$ cat src/spi_mode_pkg.sv
// Package with constants and carrier types for the master serial peripheral mode.
package spi_mode_pkg;

  // ==========================================================================
  // Mode selection and frame layout
  // ==========================================================================
  localparam logic [1:0] MODE_SEL_SPI     = 2'h3;
  localparam int         DIVISOR_W        = 12;
  localparam int         FRAME_BITS       = 8;
  localparam int         BIT_CNT_W        = 4;
  localparam logic [DIVISOR_W-1:0] DIVISOR_RESET = 12'h000;
  localparam logic [7:0] DATA_RESET       = 8'h00;
  localparam logic [3:0] LAST_EDGE        = 4'hF;
  localparam int         CLK_PERIOD_NS    = 10;

  // ==========================================================================
  // Carriers
  // ==========================================================================
  typedef struct packed {
    logic       clock_phase_bit;
    logic       clock_polarity_bit;
    logic       bit_order_select;
    logic       transmitter_enable;
    logic       receiver_enable;
    logic [1:0] operating_mode_select;
  } spi_cfg_s;

  typedef struct packed {
    logic transmit_done_flag;
    logic receive_done_flag;
    logic data_empty_flag;
    logic framing_error_flag;
    logic overrun_error_flag;
    logic parity_error_flag;
  } spi_status_s;

  typedef enum logic [1:0] {
    ST_IDLE  = 2'b01,
    ST_SHIFT = 2'b10
  } xfer_state_e;

endpackage : spi_mode_pkg

$ cat src/baud_tick_gen.sv
// Baud tick generator: one pulse every divisor plus one system clocks.
`timescale 1ns/10ps
module baud_tick_gen
  import spi_mode_pkg::*;
#(
  parameter int DIV_W = DIVISOR_W
)(
  // Clock and reset
  input  wire logic             sys_clk,
  input  wire logic             reset_n,
  // Control
  input  wire logic             run,
  input  wire logic [DIV_W-1:0] divisor,
  // Tick out
  output logic                  tick
);

  typedef struct packed {
    logic [DIV_W-1:0] cnt;
    logic             tick;
  } baud_state_s;

  baud_state_s s_q;
  baud_state_s s_d;

  // ==========================================================================
  // Counter
  // ==========================================================================
  always_comb
  begin
    s_d      = s_q;
    s_d.tick = 1'b0;
    if (!run)
    begin
      // Held at zero outside transfers so the first half period is full length.
      s_d.cnt = '0;
    end
    else if (s_q.cnt >= divisor)
    begin
      s_d.cnt  = '0;
      s_d.tick = 1'b1;
    end
    else
    begin
      s_d.cnt = s_q.cnt + 1'b1;
    end
  end

  always_ff @(posedge sys_clk or negedge reset_n)
  begin
    if (!reset_n)
    begin
      s_q <= '0;
    end
    else
    begin
      s_q <= s_d;
    end
  end

  assign tick = s_q.tick;

endmodule : baud_tick_gen

$ cat src/usart_master_spi_mode.sv
// Master serial peripheral transfer controller reusing the serial transceiver resources.
//
// Summary of operation
// RQ1 - Both mode select bits high hands shifters, buffers and baud generator to SPI control.
// RQ2 - No parity, no clock recovery; one common transfer controller replaces RX/TX control.
// RQ3 - Pin control and interrupt flags behave as in normal serial mode.
// RQ4 - Software sets the serial clock pin as output before enabling.
// RQ5 - Serial clock equals system clock over two times divisor plus one.
// RQ6 - Fastest serial clock is half the system clock.
// RQ7 - Polarity and phase select modes 0 to 3 for sample and setup edges.
// RQ8 - Data shifts out and latches in on opposite serial clock edges.
// RQ9 - Software keeps polarity, phase and bit order still during transfers.
// RQ10 - Frames are exactly eight data bits, no parity or stop bits.
// RQ11 - One bit order control serves both transmitter and receiver.
// RQ12 - Next queued frame follows without gap, otherwise data line idles high.
// RQ13 - Two buffered byte writes give a 16-bit transfer, then transmit done.
// RQ14 - Transmitter works alone; receiver needs the transmitter enabled.
// RQ15 - Software holds divisor zero when enabling, then writes the real divisor.
// RQ16 - The baud divisor resets to zero.
// RQ17 - Transmit done means all sent; receive done means unread data waits.
// RQ18 - Software changes settings only when idle and clears transmit done per write.
// RQ19 - Software may disable interrupts globally during initialization.
// RQ20 - A data write starts a transfer, moving to the shifter once it is free.
// RQ21 - Enabling overrides data-out and data-in pins; clock pin carries transfer clock.
// RQ22 - On overflow the newest byte is lost; error flags read zero.
// RQ23 - Between transfers the serial clock rests at the polarity idle level.
`timescale 1ns/10ps
module usart_master_spi_mode
  import spi_mode_pkg::*;
#(
  parameter int DIV_W = DIVISOR_W
)(
  // Clock and reset
  input  wire logic             sys_clk,
  input  wire logic             reset_n,
  // Configuration
  input  wire spi_cfg_s         cfg,
  input  wire logic [DIV_W-1:0] baud_divisor,
  input  wire logic             baud_divisor_load,
  // Data buffer write and read
  input  wire logic [7:0]       data_buffer_reg_wdata,
  input  wire logic             data_buffer_reg_write,
  input  wire logic             data_buffer_reg_read,
  output logic [7:0]            data_buffer_reg_rdata,
  // Status and flag clear
  input  wire logic             transmit_done_clear,
  output spi_status_s           status,
  // Serial pins
  input  wire logic             serial_data_in,
  output logic                  serial_data_out,
  output logic                  serial_data_out_en,
  output logic                  serial_clock_pin,
  output logic                  serial_clock_pin_en,
  output logic                  data_in_override
);

  typedef struct packed {
    xfer_state_e      st;
    logic [DIV_W-1:0] divisor;
    logic [7:0]       tx_buf;
    logic             tx_buf_full;
    logic [7:0]       tx_shift;
    logic [7:0]       rx_shift;
    logic [BIT_CNT_W-1:0] edge_cnt;
    logic             sclk;
    logic             mosi;
    logic [7:0]       rx_buf;
    logic             rx_full;
    logic             tx_done;
    logic             done_pend;
    logic             mosi_en;
    logic             sclk_en;
    logic             din_ovr;
    logic [1:0]       din_sync;
  } spi_state_s;

  spi_state_s s_q;
  spi_state_s s_d;
  logic       spi_mode;
  logic       tx_on;
  logic       rx_on;
  logic       tick;
  logic       leading;
  logic       sample_now;
  logic       lead_bit;

  // ==========================================================================
  // Mode decode
  // ==========================================================================
  assign spi_mode = (cfg.operating_mode_select == MODE_SEL_SPI); // [RQ1] [RQ2]
  assign tx_on    = spi_mode && cfg.transmitter_enable;
  assign rx_on    = tx_on && cfg.receiver_enable; // [RQ14]

  // Half-period ticks: divisor plus one clocks each, so the rate is f over 2(div+1).
  baud_tick_gen #(
    .DIV_W   (DIV_W)
  ) u_baud (
    .sys_clk (sys_clk),
    .reset_n (reset_n),
    .run     (s_q.st == ST_SHIFT),
    .divisor (s_q.divisor),
    .tick    (tick)
  ); // [RQ5] [RQ6]

  // Even edge count is a leading edge; sampling on leading when phase is zero.
  assign leading    = ~s_q.edge_cnt[0];
  assign sample_now = (leading ^ cfg.clock_phase_bit); // [RQ7] [RQ8]
  assign lead_bit   = cfg.bit_order_select ? s_q.tx_shift[0] : s_q.tx_shift[7]; // [RQ11]

  // ==========================================================================
  // Transfer controller
  // ==========================================================================
  always_comb
  begin
    s_d          = s_q;
    s_d.din_sync = {s_q.din_sync[0], serial_data_in};
    s_d.mosi_en  = tx_on; // [RQ21] [RQ3]
    s_d.sclk_en  = tx_on;
    s_d.din_ovr  = rx_on;
    if (baud_divisor_load)
    begin
      s_d.divisor = baud_divisor;
    end
    if (data_buffer_reg_read)
    begin
      s_d.rx_full = 1'b0;
    end
    if (!rx_on)
    begin
      s_d.rx_full = 1'b0;
    end
    if (transmit_done_clear)
    begin
      s_d.tx_done = 1'b0;
    end
    if (s_q.done_pend)
    begin
      // Done rises one cycle after the last edge: with phase one together with the idle-high data line, with phase zero one cycle after it.
      s_d.done_pend = 1'b0;
      s_d.tx_done   = 1'b1; // [RQ13] [RQ17]
    end
    if (data_buffer_reg_write && tx_on && !s_q.tx_buf_full)
    begin
      s_d.tx_buf      = data_buffer_reg_wdata; // [RQ20]
      s_d.tx_buf_full = 1'b1;
    end
    case (s_q.st)
      ST_IDLE:
      begin
        s_d.sclk = cfg.clock_polarity_bit; // [RQ23]
        s_d.mosi = 1'b1; // [RQ12]
        if (s_q.tx_buf_full && tx_on)
        begin
          s_d.tx_shift    = s_q.tx_buf; // [RQ20]
          s_d.tx_buf_full = 1'b0;
          s_d.edge_cnt    = '0;
          s_d.st          = ST_SHIFT;
          // Phase zero presents the first bit before the leading edge.
          if (!cfg.clock_phase_bit)
          begin
            s_d.mosi = cfg.bit_order_select ? s_q.tx_buf[0] : s_q.tx_buf[7];
          end
        end
      end
      ST_SHIFT:
      begin
        if (!tx_on)
        begin
          s_d.st = ST_IDLE;
        end
        else if (tick)
        begin
          s_d.sclk     = ~s_q.sclk; // [RQ8]
          s_d.edge_cnt = s_q.edge_cnt + 1'b1;
          if (sample_now)
          begin
            s_d.rx_shift = cfg.bit_order_select ? {s_q.din_sync[1], s_q.rx_shift[7:1]}
                                                : {s_q.rx_shift[6:0], s_q.din_sync[1]}; // [RQ11]
          end
          else if (cfg.clock_phase_bit || s_q.edge_cnt != '0)
          begin
            // Setup edge: phase one sets up on leading edges, so shift only after a sample.
            if (cfg.clock_phase_bit && s_q.edge_cnt == '0)
            begin
              s_d.mosi = lead_bit;
            end
            else
            begin
              s_d.tx_shift = cfg.bit_order_select ? {1'b0, s_q.tx_shift[7:1]}
                                                  : {s_q.tx_shift[6:0], 1'b0};
              s_d.mosi = cfg.bit_order_select ? s_q.tx_shift[1] : s_q.tx_shift[6];
            end
          end
          if (s_q.edge_cnt == LAST_EDGE) // [RQ10]
          begin
            s_d.st = ST_IDLE;
            if (rx_on)
            begin
              // Newest byte dropped when the buffer still holds unread data.
              if (!s_q.rx_full)
              begin
                // Phase zero ends on a setup edge, so the eighth sample is already in.
                s_d.rx_buf = s_d.rx_shift; // [RQ22]
              end
              s_d.rx_full = 1'b1; // [RQ17]
            end
            if (s_q.tx_buf_full)
            begin
              // Back-to-back frame keeps the clock running with no idle gap.
              s_d.tx_shift    = s_q.tx_buf; // [RQ12] [RQ13]
              s_d.tx_buf_full = 1'b0;
              s_d.edge_cnt    = '0;
              s_d.st          = ST_SHIFT;
              s_d.mosi        = cfg.clock_phase_bit ? s_q.mosi
                                : (cfg.bit_order_select ? s_q.tx_buf[0] : s_q.tx_buf[7]);
            end
            else
            begin
              // Phase one ends on a sample edge, so the last bit holds one more cycle.
              s_d.done_pend = 1'b1;
              s_d.mosi      = cfg.clock_phase_bit ? s_q.mosi : 1'b1; // [RQ12]
            end
          end
        end
      end
      default:
      begin
        s_d.st = ST_IDLE;
      end
    endcase
  end

  // ==========================================================================
  // State register
  // ==========================================================================
  always_ff @(posedge sys_clk or negedge reset_n)
  begin
    if (!reset_n)
    begin
      s_q             <= '0;
      s_q.st          <= ST_IDLE;
      s_q.divisor     <= DIVISOR_RESET; // [RQ16]
      s_q.mosi        <= 1'b1;
      s_q.tx_buf      <= DATA_RESET;
      s_q.rx_buf      <= DATA_RESET;
    end
    else
    begin
      s_q <= s_d;
    end
  end

  // ==========================================================================
  // Outputs
  // ==========================================================================
  assign data_buffer_reg_rdata     = s_q.rx_buf;
  assign status.transmit_done_flag = s_q.tx_done;
  assign status.receive_done_flag  = s_q.rx_full;
  assign status.data_empty_flag    = ~s_q.tx_buf_full;
  assign status.framing_error_flag = 1'b0; // [RQ22]
  assign status.overrun_error_flag = 1'b0;
  assign status.parity_error_flag  = 1'b0;
  assign serial_data_out           = s_q.mosi;
  assign serial_data_out_en        = s_q.mosi_en;
  assign serial_clock_pin          = s_q.sclk;
  assign serial_clock_pin_en       = s_q.sclk_en;
  assign data_in_override          = s_q.din_ovr;

endmodule : usart_master_spi_mode

$ cat config.mk
export PLATFORM = sky130hd
export DESIGN_NAME = usart_master_spi_mode
export DESIGN_NICKNAME = d
export VERILOG_FILES = /design/src/spi_mode_pkg.sv /design/src/baud_tick_gen.sv /design/src/usart_master_spi_mode.sv
export SDC_FILE = /design/constraint.sdc
export NUM_CORES = 1
export LEC_CHECK = 0
export BUFFER_PORTS_ARGS = -buffer_cell sky130_fd_sc_hd__buf_4
export CORE_ASPECT_RATIO = 0.9
export CORE_MARGIN = 2
export CORE_UTILIZATION = 40
export DETAILED_ROUTE_END_ITERATION = 12
export SLEW_MARGIN = 20
export SYNTH_ARGS = -nofsm -noshare
export SYNTH_HDL_FRONTEND = slang
export SYNTH_SLANG_ARGS = --single-unit
$ cat constraint.sdc
create_clock -name sys_clk -period 2.2 [get_ports sys_clk]
set_input_delay 0.22 -clock sys_clk [delete_from_list [all_inputs] [get_ports sys_clk]]
set_output_delay 0.22 -clock sys_clk [all_outputs]
set_load 0.005 [all_outputs]
; ---- Yosys cells after proc, flatten, opt, wreduce, memory -nomap -nowiden
; Index checks and enable logic that the tools add are counted.
[word_totals]
regBits = 73
input_bits = 34
[op_classes]
reduce_logical = 18
order_cmp = 1
n_addsub = 2
eq_ne = 12
n_bitwise = 5
n_mux = 51
[op_table]
columns = cell, count
row1 = 32-bit 2-to-1 mux, 2
row2 = 8-bit 2-to-1 mux, 7
row3 = 9-bit 2-to-1 mux, 4
row4 = 12-bit 2-to-1 mux, 2
row5 = 1-bit 2-to-1 mux, 23
row6 = 9-bit one-hot mux with 2 select lines, 1
row7 = 3-bit != test (second input constant), 5
row8 = 12-bit by 1-bit adder with 12-bit output (second input constant), 1
row9 = 12-bit greater-or-equal comparator, 1
row10 = 2-bit 2-to-1 mux, 6
row11 = 4-bit 2-to-1 mux, 3
row12 = 6-bit one-hot mux with 2 select lines, 1
row13 = 6-bit AND reduction, 2
row14 = 10-bit 2-to-1 mux, 1
row15 = 3-bit AND reduction, 3
row16 = 1-bit logical AND, 6
row17 = 2-bit != test (second input constant), 3
row18 = 4-bit by 1-bit adder with 4-bit output (second input constant), 1
row19 = 2-bit == test (second input constant), 2
row20 = 4-bit == test (second input constant), 1
row21 = 4-bit zero test, 1
row22 = 1-bit inverter, 4
row23 = 2-bit one-hot mux with 2 select lines, 1
row24 = 4-bit AND reduction, 1
row25 = 6 further kinds, 7

; ---- Logic depth before layout (Yosys ltp)
[logic_depth]
ltp_word = 10
mapped_depth = 8
depth_no_buf = 7

; ---- Hierarchy
; Synthesis repeated with hierarchy kept, for this count alone.
[unflattened]
hier_cells = 388
area_unflattened_um2 = 4106.4
[modules_own_cells]
columns = mod, area_each_um2, instances, cells_per_inst
row1 = usart_master_spi_mode, 3126.7, 1, 290
row2 = baud_tick_gen, 979.7, 1, 98

; ---- Worst setup path after synthesis
; No wires, ideal clock.
[synth_timing]
kind = reg2reg
startpoint = register s_q[18] (netlist name)
endpoint = register s_q (netlist bit data_buffer_reg_rdata[0])
path_stages_with_launch = 7
setup_ns = 0.125
synth_period_minus_slack_ns = 1.859
t_arrival_ns = 1.734
setup_slack_ns = 0.341
cell_sequence = dfrtp_1 -> ha_1 -> and4_1 -> nand3_1 -> nor3b_1 -> buf_2 -> mux2_2
[synth_via]
elab_chain_len = 3
[synth_rtl]
columns = element, line
row1 = start: declaration, usart_master_spi_mode.sv:77  ; spi_state_s s_q;
row2 = branches (longest 3 deep; another with 6-bit AND reduction), --
; Parallel ways; which one is timed is not known.
; A chain may end at the register's enable or synchronous reset.

==> reports/qor.yml <==
nets: 486
synth_largest_area_cell: "dfrtp_1"
seq_area_frac_synth: 0.469
synth.most_common_cell: "dfrtp_1"
ant_nets: 0
fin_area_mm2: 0.00458
cp.arrival_ns: 2.26
htree_levels: 3
finalHoldViolations: 0
p_per_area_mw_per_mm2: 736
maxUsedRoutingLayer: "met4"
route.met2.wl_mm: 3.59
tightest_slew_ns: 0.609
antenna_found_initial: 0
power_mw: 3.37
clk_path_buf_depth: 2
end_kind: "flip-flop"
area_delta_synth_final_pct: 17.5
synthFlopType: "dfrtp_1"
diodes: 0
synthCells: 388
core_mm2: 0.00957
numPortBuffers: 49
syn_avg_cell_area_um2: 10.0
min_path_cells: 3
synth_seq_cells: 73
yosysWarnings: 0
r2r_cells: 8
slew_viol_final: 0
r2r_slack_ns: 0.22
grt_pass1_vias: 2834
dieWidth_um: 108
netlist_area_mm2: 0.00390
start_util: 0.407
rsz0062_at_grt: "no"
gp_congestion: 0.811
timing.slew.headroom: 0.594
dieArea_mm2: 0.0106
p_leak_nw: 2.15
wl_met3_um: 320
wire_per_inst_um: 14.3
critPathMaxFanout: 10
vias: 2866
cts_tree: "yes"
clk_pin_slew_worst_paths_ns: 0.08
required_ns: 2.47
drt-met1-wl_mm: 4.13
hold_path_class: "input pin to flip-flop"
grt_pass1_wl_mm: 13.8
status: "complete, no violations"
synth-edff-count: 0
crit_type: "flip-flop to flip-flop"
drtIter0Drc: 155
setup_viol: 0
ys_types: 43
fin_crit_ns: 1.98
worstHoldEndpoint: "serial_clock_pin$_DFFE_PN0P_"
hold_slack_ns: 0.0787
insertion_delay_ns: 0.35
root_buffer: "clkbuf_8"
die_y_um: 97.7
dp_hpwl_mm: 5.90
final.setup_skew_ns: 0.00996
row_count: 34
synth_top_area_frac: 0.456
grt_overflow_total: 0
hp-start: "cfg[5]"
wl_mm: 8.10
routed_via_density: 5.06
cts_inserted_buffers: 9
drc_errors: 0
r2r_end: "u_baud.s_q[5]$_DFF_PN0_"
netlist_top_cells_area: "dfrtp_1, mux2_2, mux2i_1"
synthArstFlopShare: 1.00
ioPinCount: 53
synth_common_cells: "dfrtp_1, nand2_1, nor2_1"
cp-start-kind: "flip-flop"
timing.rr.start: "u_baud.s_q[1]$_DFF_PN0_"
grt_usage: 0.165
peakVddDrop_uv: 376
fin_crit_sh: 0.901
placed_area_mm2: 0.00435
max_cap_violations: 0
final.setup.tns_ns: 0
grt_max_degree: 47
max_freq_mhz: 505
clock_sinks: 73
firstDrtPassIters: 4
drive_above_1_share: 0.245
-- layout by cell type, fill, tap and decap left out, drive strengths merged, types with 6 or more instances in the layout --
cell,count
dfrtp,71
buf,61
nand2,39
o21ai,37
nor2,31
mux2,26
inv,25
mux2i,22
ha,17
nand3,12
a21oi,10
clkbuf,9
a22o,8
xor2,7
xnor2,6
-- cells by family (layout without fill, tap and decap cells) --
| group | Yosys count | count (layout) | synth area share |
|---|---|---|---|
| buf+inv | 54 | 104 | 0.0684 |
| mux | 48 | 48 | 0.132 |
| other cells | 1 | 3 | 0.000962 |
| xor+xnor | 13 | 13 | 0.0311 |
| compound gates | 77 | 77 | 0.122 |
| flops | 73 | 73 | 0.469 |
| simple gates | 105 | 105 | 0.123 |
| fa+ha+maj | 17 | 17 | 0.0546 |
-- worst max-delay path: stages (launching register included) --
cell	delay (ns)
dfrtp_1	0.40
inv_1	0.06
ha_1	0.26
nand2b_1	0.14
a2111oi_0	0.41
o21a_1	0.20
o211ai_1	0.13
buf_4	0.20
nor2_1	0.11
-- stage by stage --
step	setup slack, ns	utilization	std cells
after global routing	0.0462	0.478	566
after floorplan	0.341	-	390
after global placement	0.133	0.454	546
final	0.218	0.478	566
after CTS	0.0583	0.477	564
after detailed placement	0.0878	0.454	546
-- how the worst max path moves through the flow --
| stage | startpoint | endpoint | slack (ns) | depth (start not counted) |
|---|---|---|---|---|
| final | u_baud.s_q[1]$_DFF_PN0_ | u_baud.s_q[5]$_DFF_PN0_ | 0.22 | 8 |
| after global routing | u_baud.s_q[1]$_DFF_PN0_ | u_baud.s_q[10]$_DFF_PN0_ | 0.05 | 8 |
| after floorplan | s_q[18]$_DFFE_PN0P_ | data_buffer_reg_rdata[0]$_DFFE_PN0P_ | 0.34 | 6 |
| after CTS | u_baud.s_q[1]$_DFF_PN0_ | u_baud.s_q[6]$_DFF_PN0_ | 0.06 | 7 |
| after detailed placement | u_baud.s_q[1]$_DFF_PN0_ | u_baud.s_q[5]$_DFF_PN0_ | 0.09 | 7 |
| after global placement | u_baud.s_q[3]$_DFF_PN0_ | u_baud.s_q[7]$_DFF_PN0_ | 0.13 | 6 |
-- what timing repair did --
item                                   CTS  global route
setup endpoints to repair                0            22
gates resized for setup                  0             1
buffers inserted                         0             2
endpoints found under the hold margin   46             0
hold buffers                             2             0
-- routing by layer --
| layer | vias up | track usage |
|---|---|---|
| met5 | - | 0 |
| met4 | 0 | 0.0611 |
| met3 | 5 | 0.0362 |
| met2 | 60 | 0.230 |
| met1 | 1388 | 0.249 |
| li1 | 1413 | - |
-- layout make-up --
| type | instances | area [um2] |
|---|---|---|
| Sequential cell | 73 | 1830 |
| Fill cell | 905 | 4990 |
| Clock inverter | 7 | 71.3 |
| Tap cell | 126 | 158 |
| Multi-Input combinational cell | 263 | 1810 |
| Timing Repair Buffer | 63 | 490 |
| Clock buffer | 9 | 124 |
| Inverter | 25 | 93.8 |
-- state kept, by name (all words and copies together), names as in the netlist --
signal                 count
data_buffer_reg_rdata      8
data_in_override           1
s_d                        1
s_q                       45
serial_clock_pin           1
serial_clock_pin_en        1
serial_data_out            1
status                     2
u_baud.s_q                12
u_baud.tick                1
-- report_power, final --
group          switching [mW]  internal [mW]  leakage [nW]
Combinational           0.408          0.336          1.11
Clock                   0.513          0.521        0.0912
Sequential              0.108           1.48         0.949
Total                    1.03           2.34          2.15
Power figures use the tool's default switching activity.
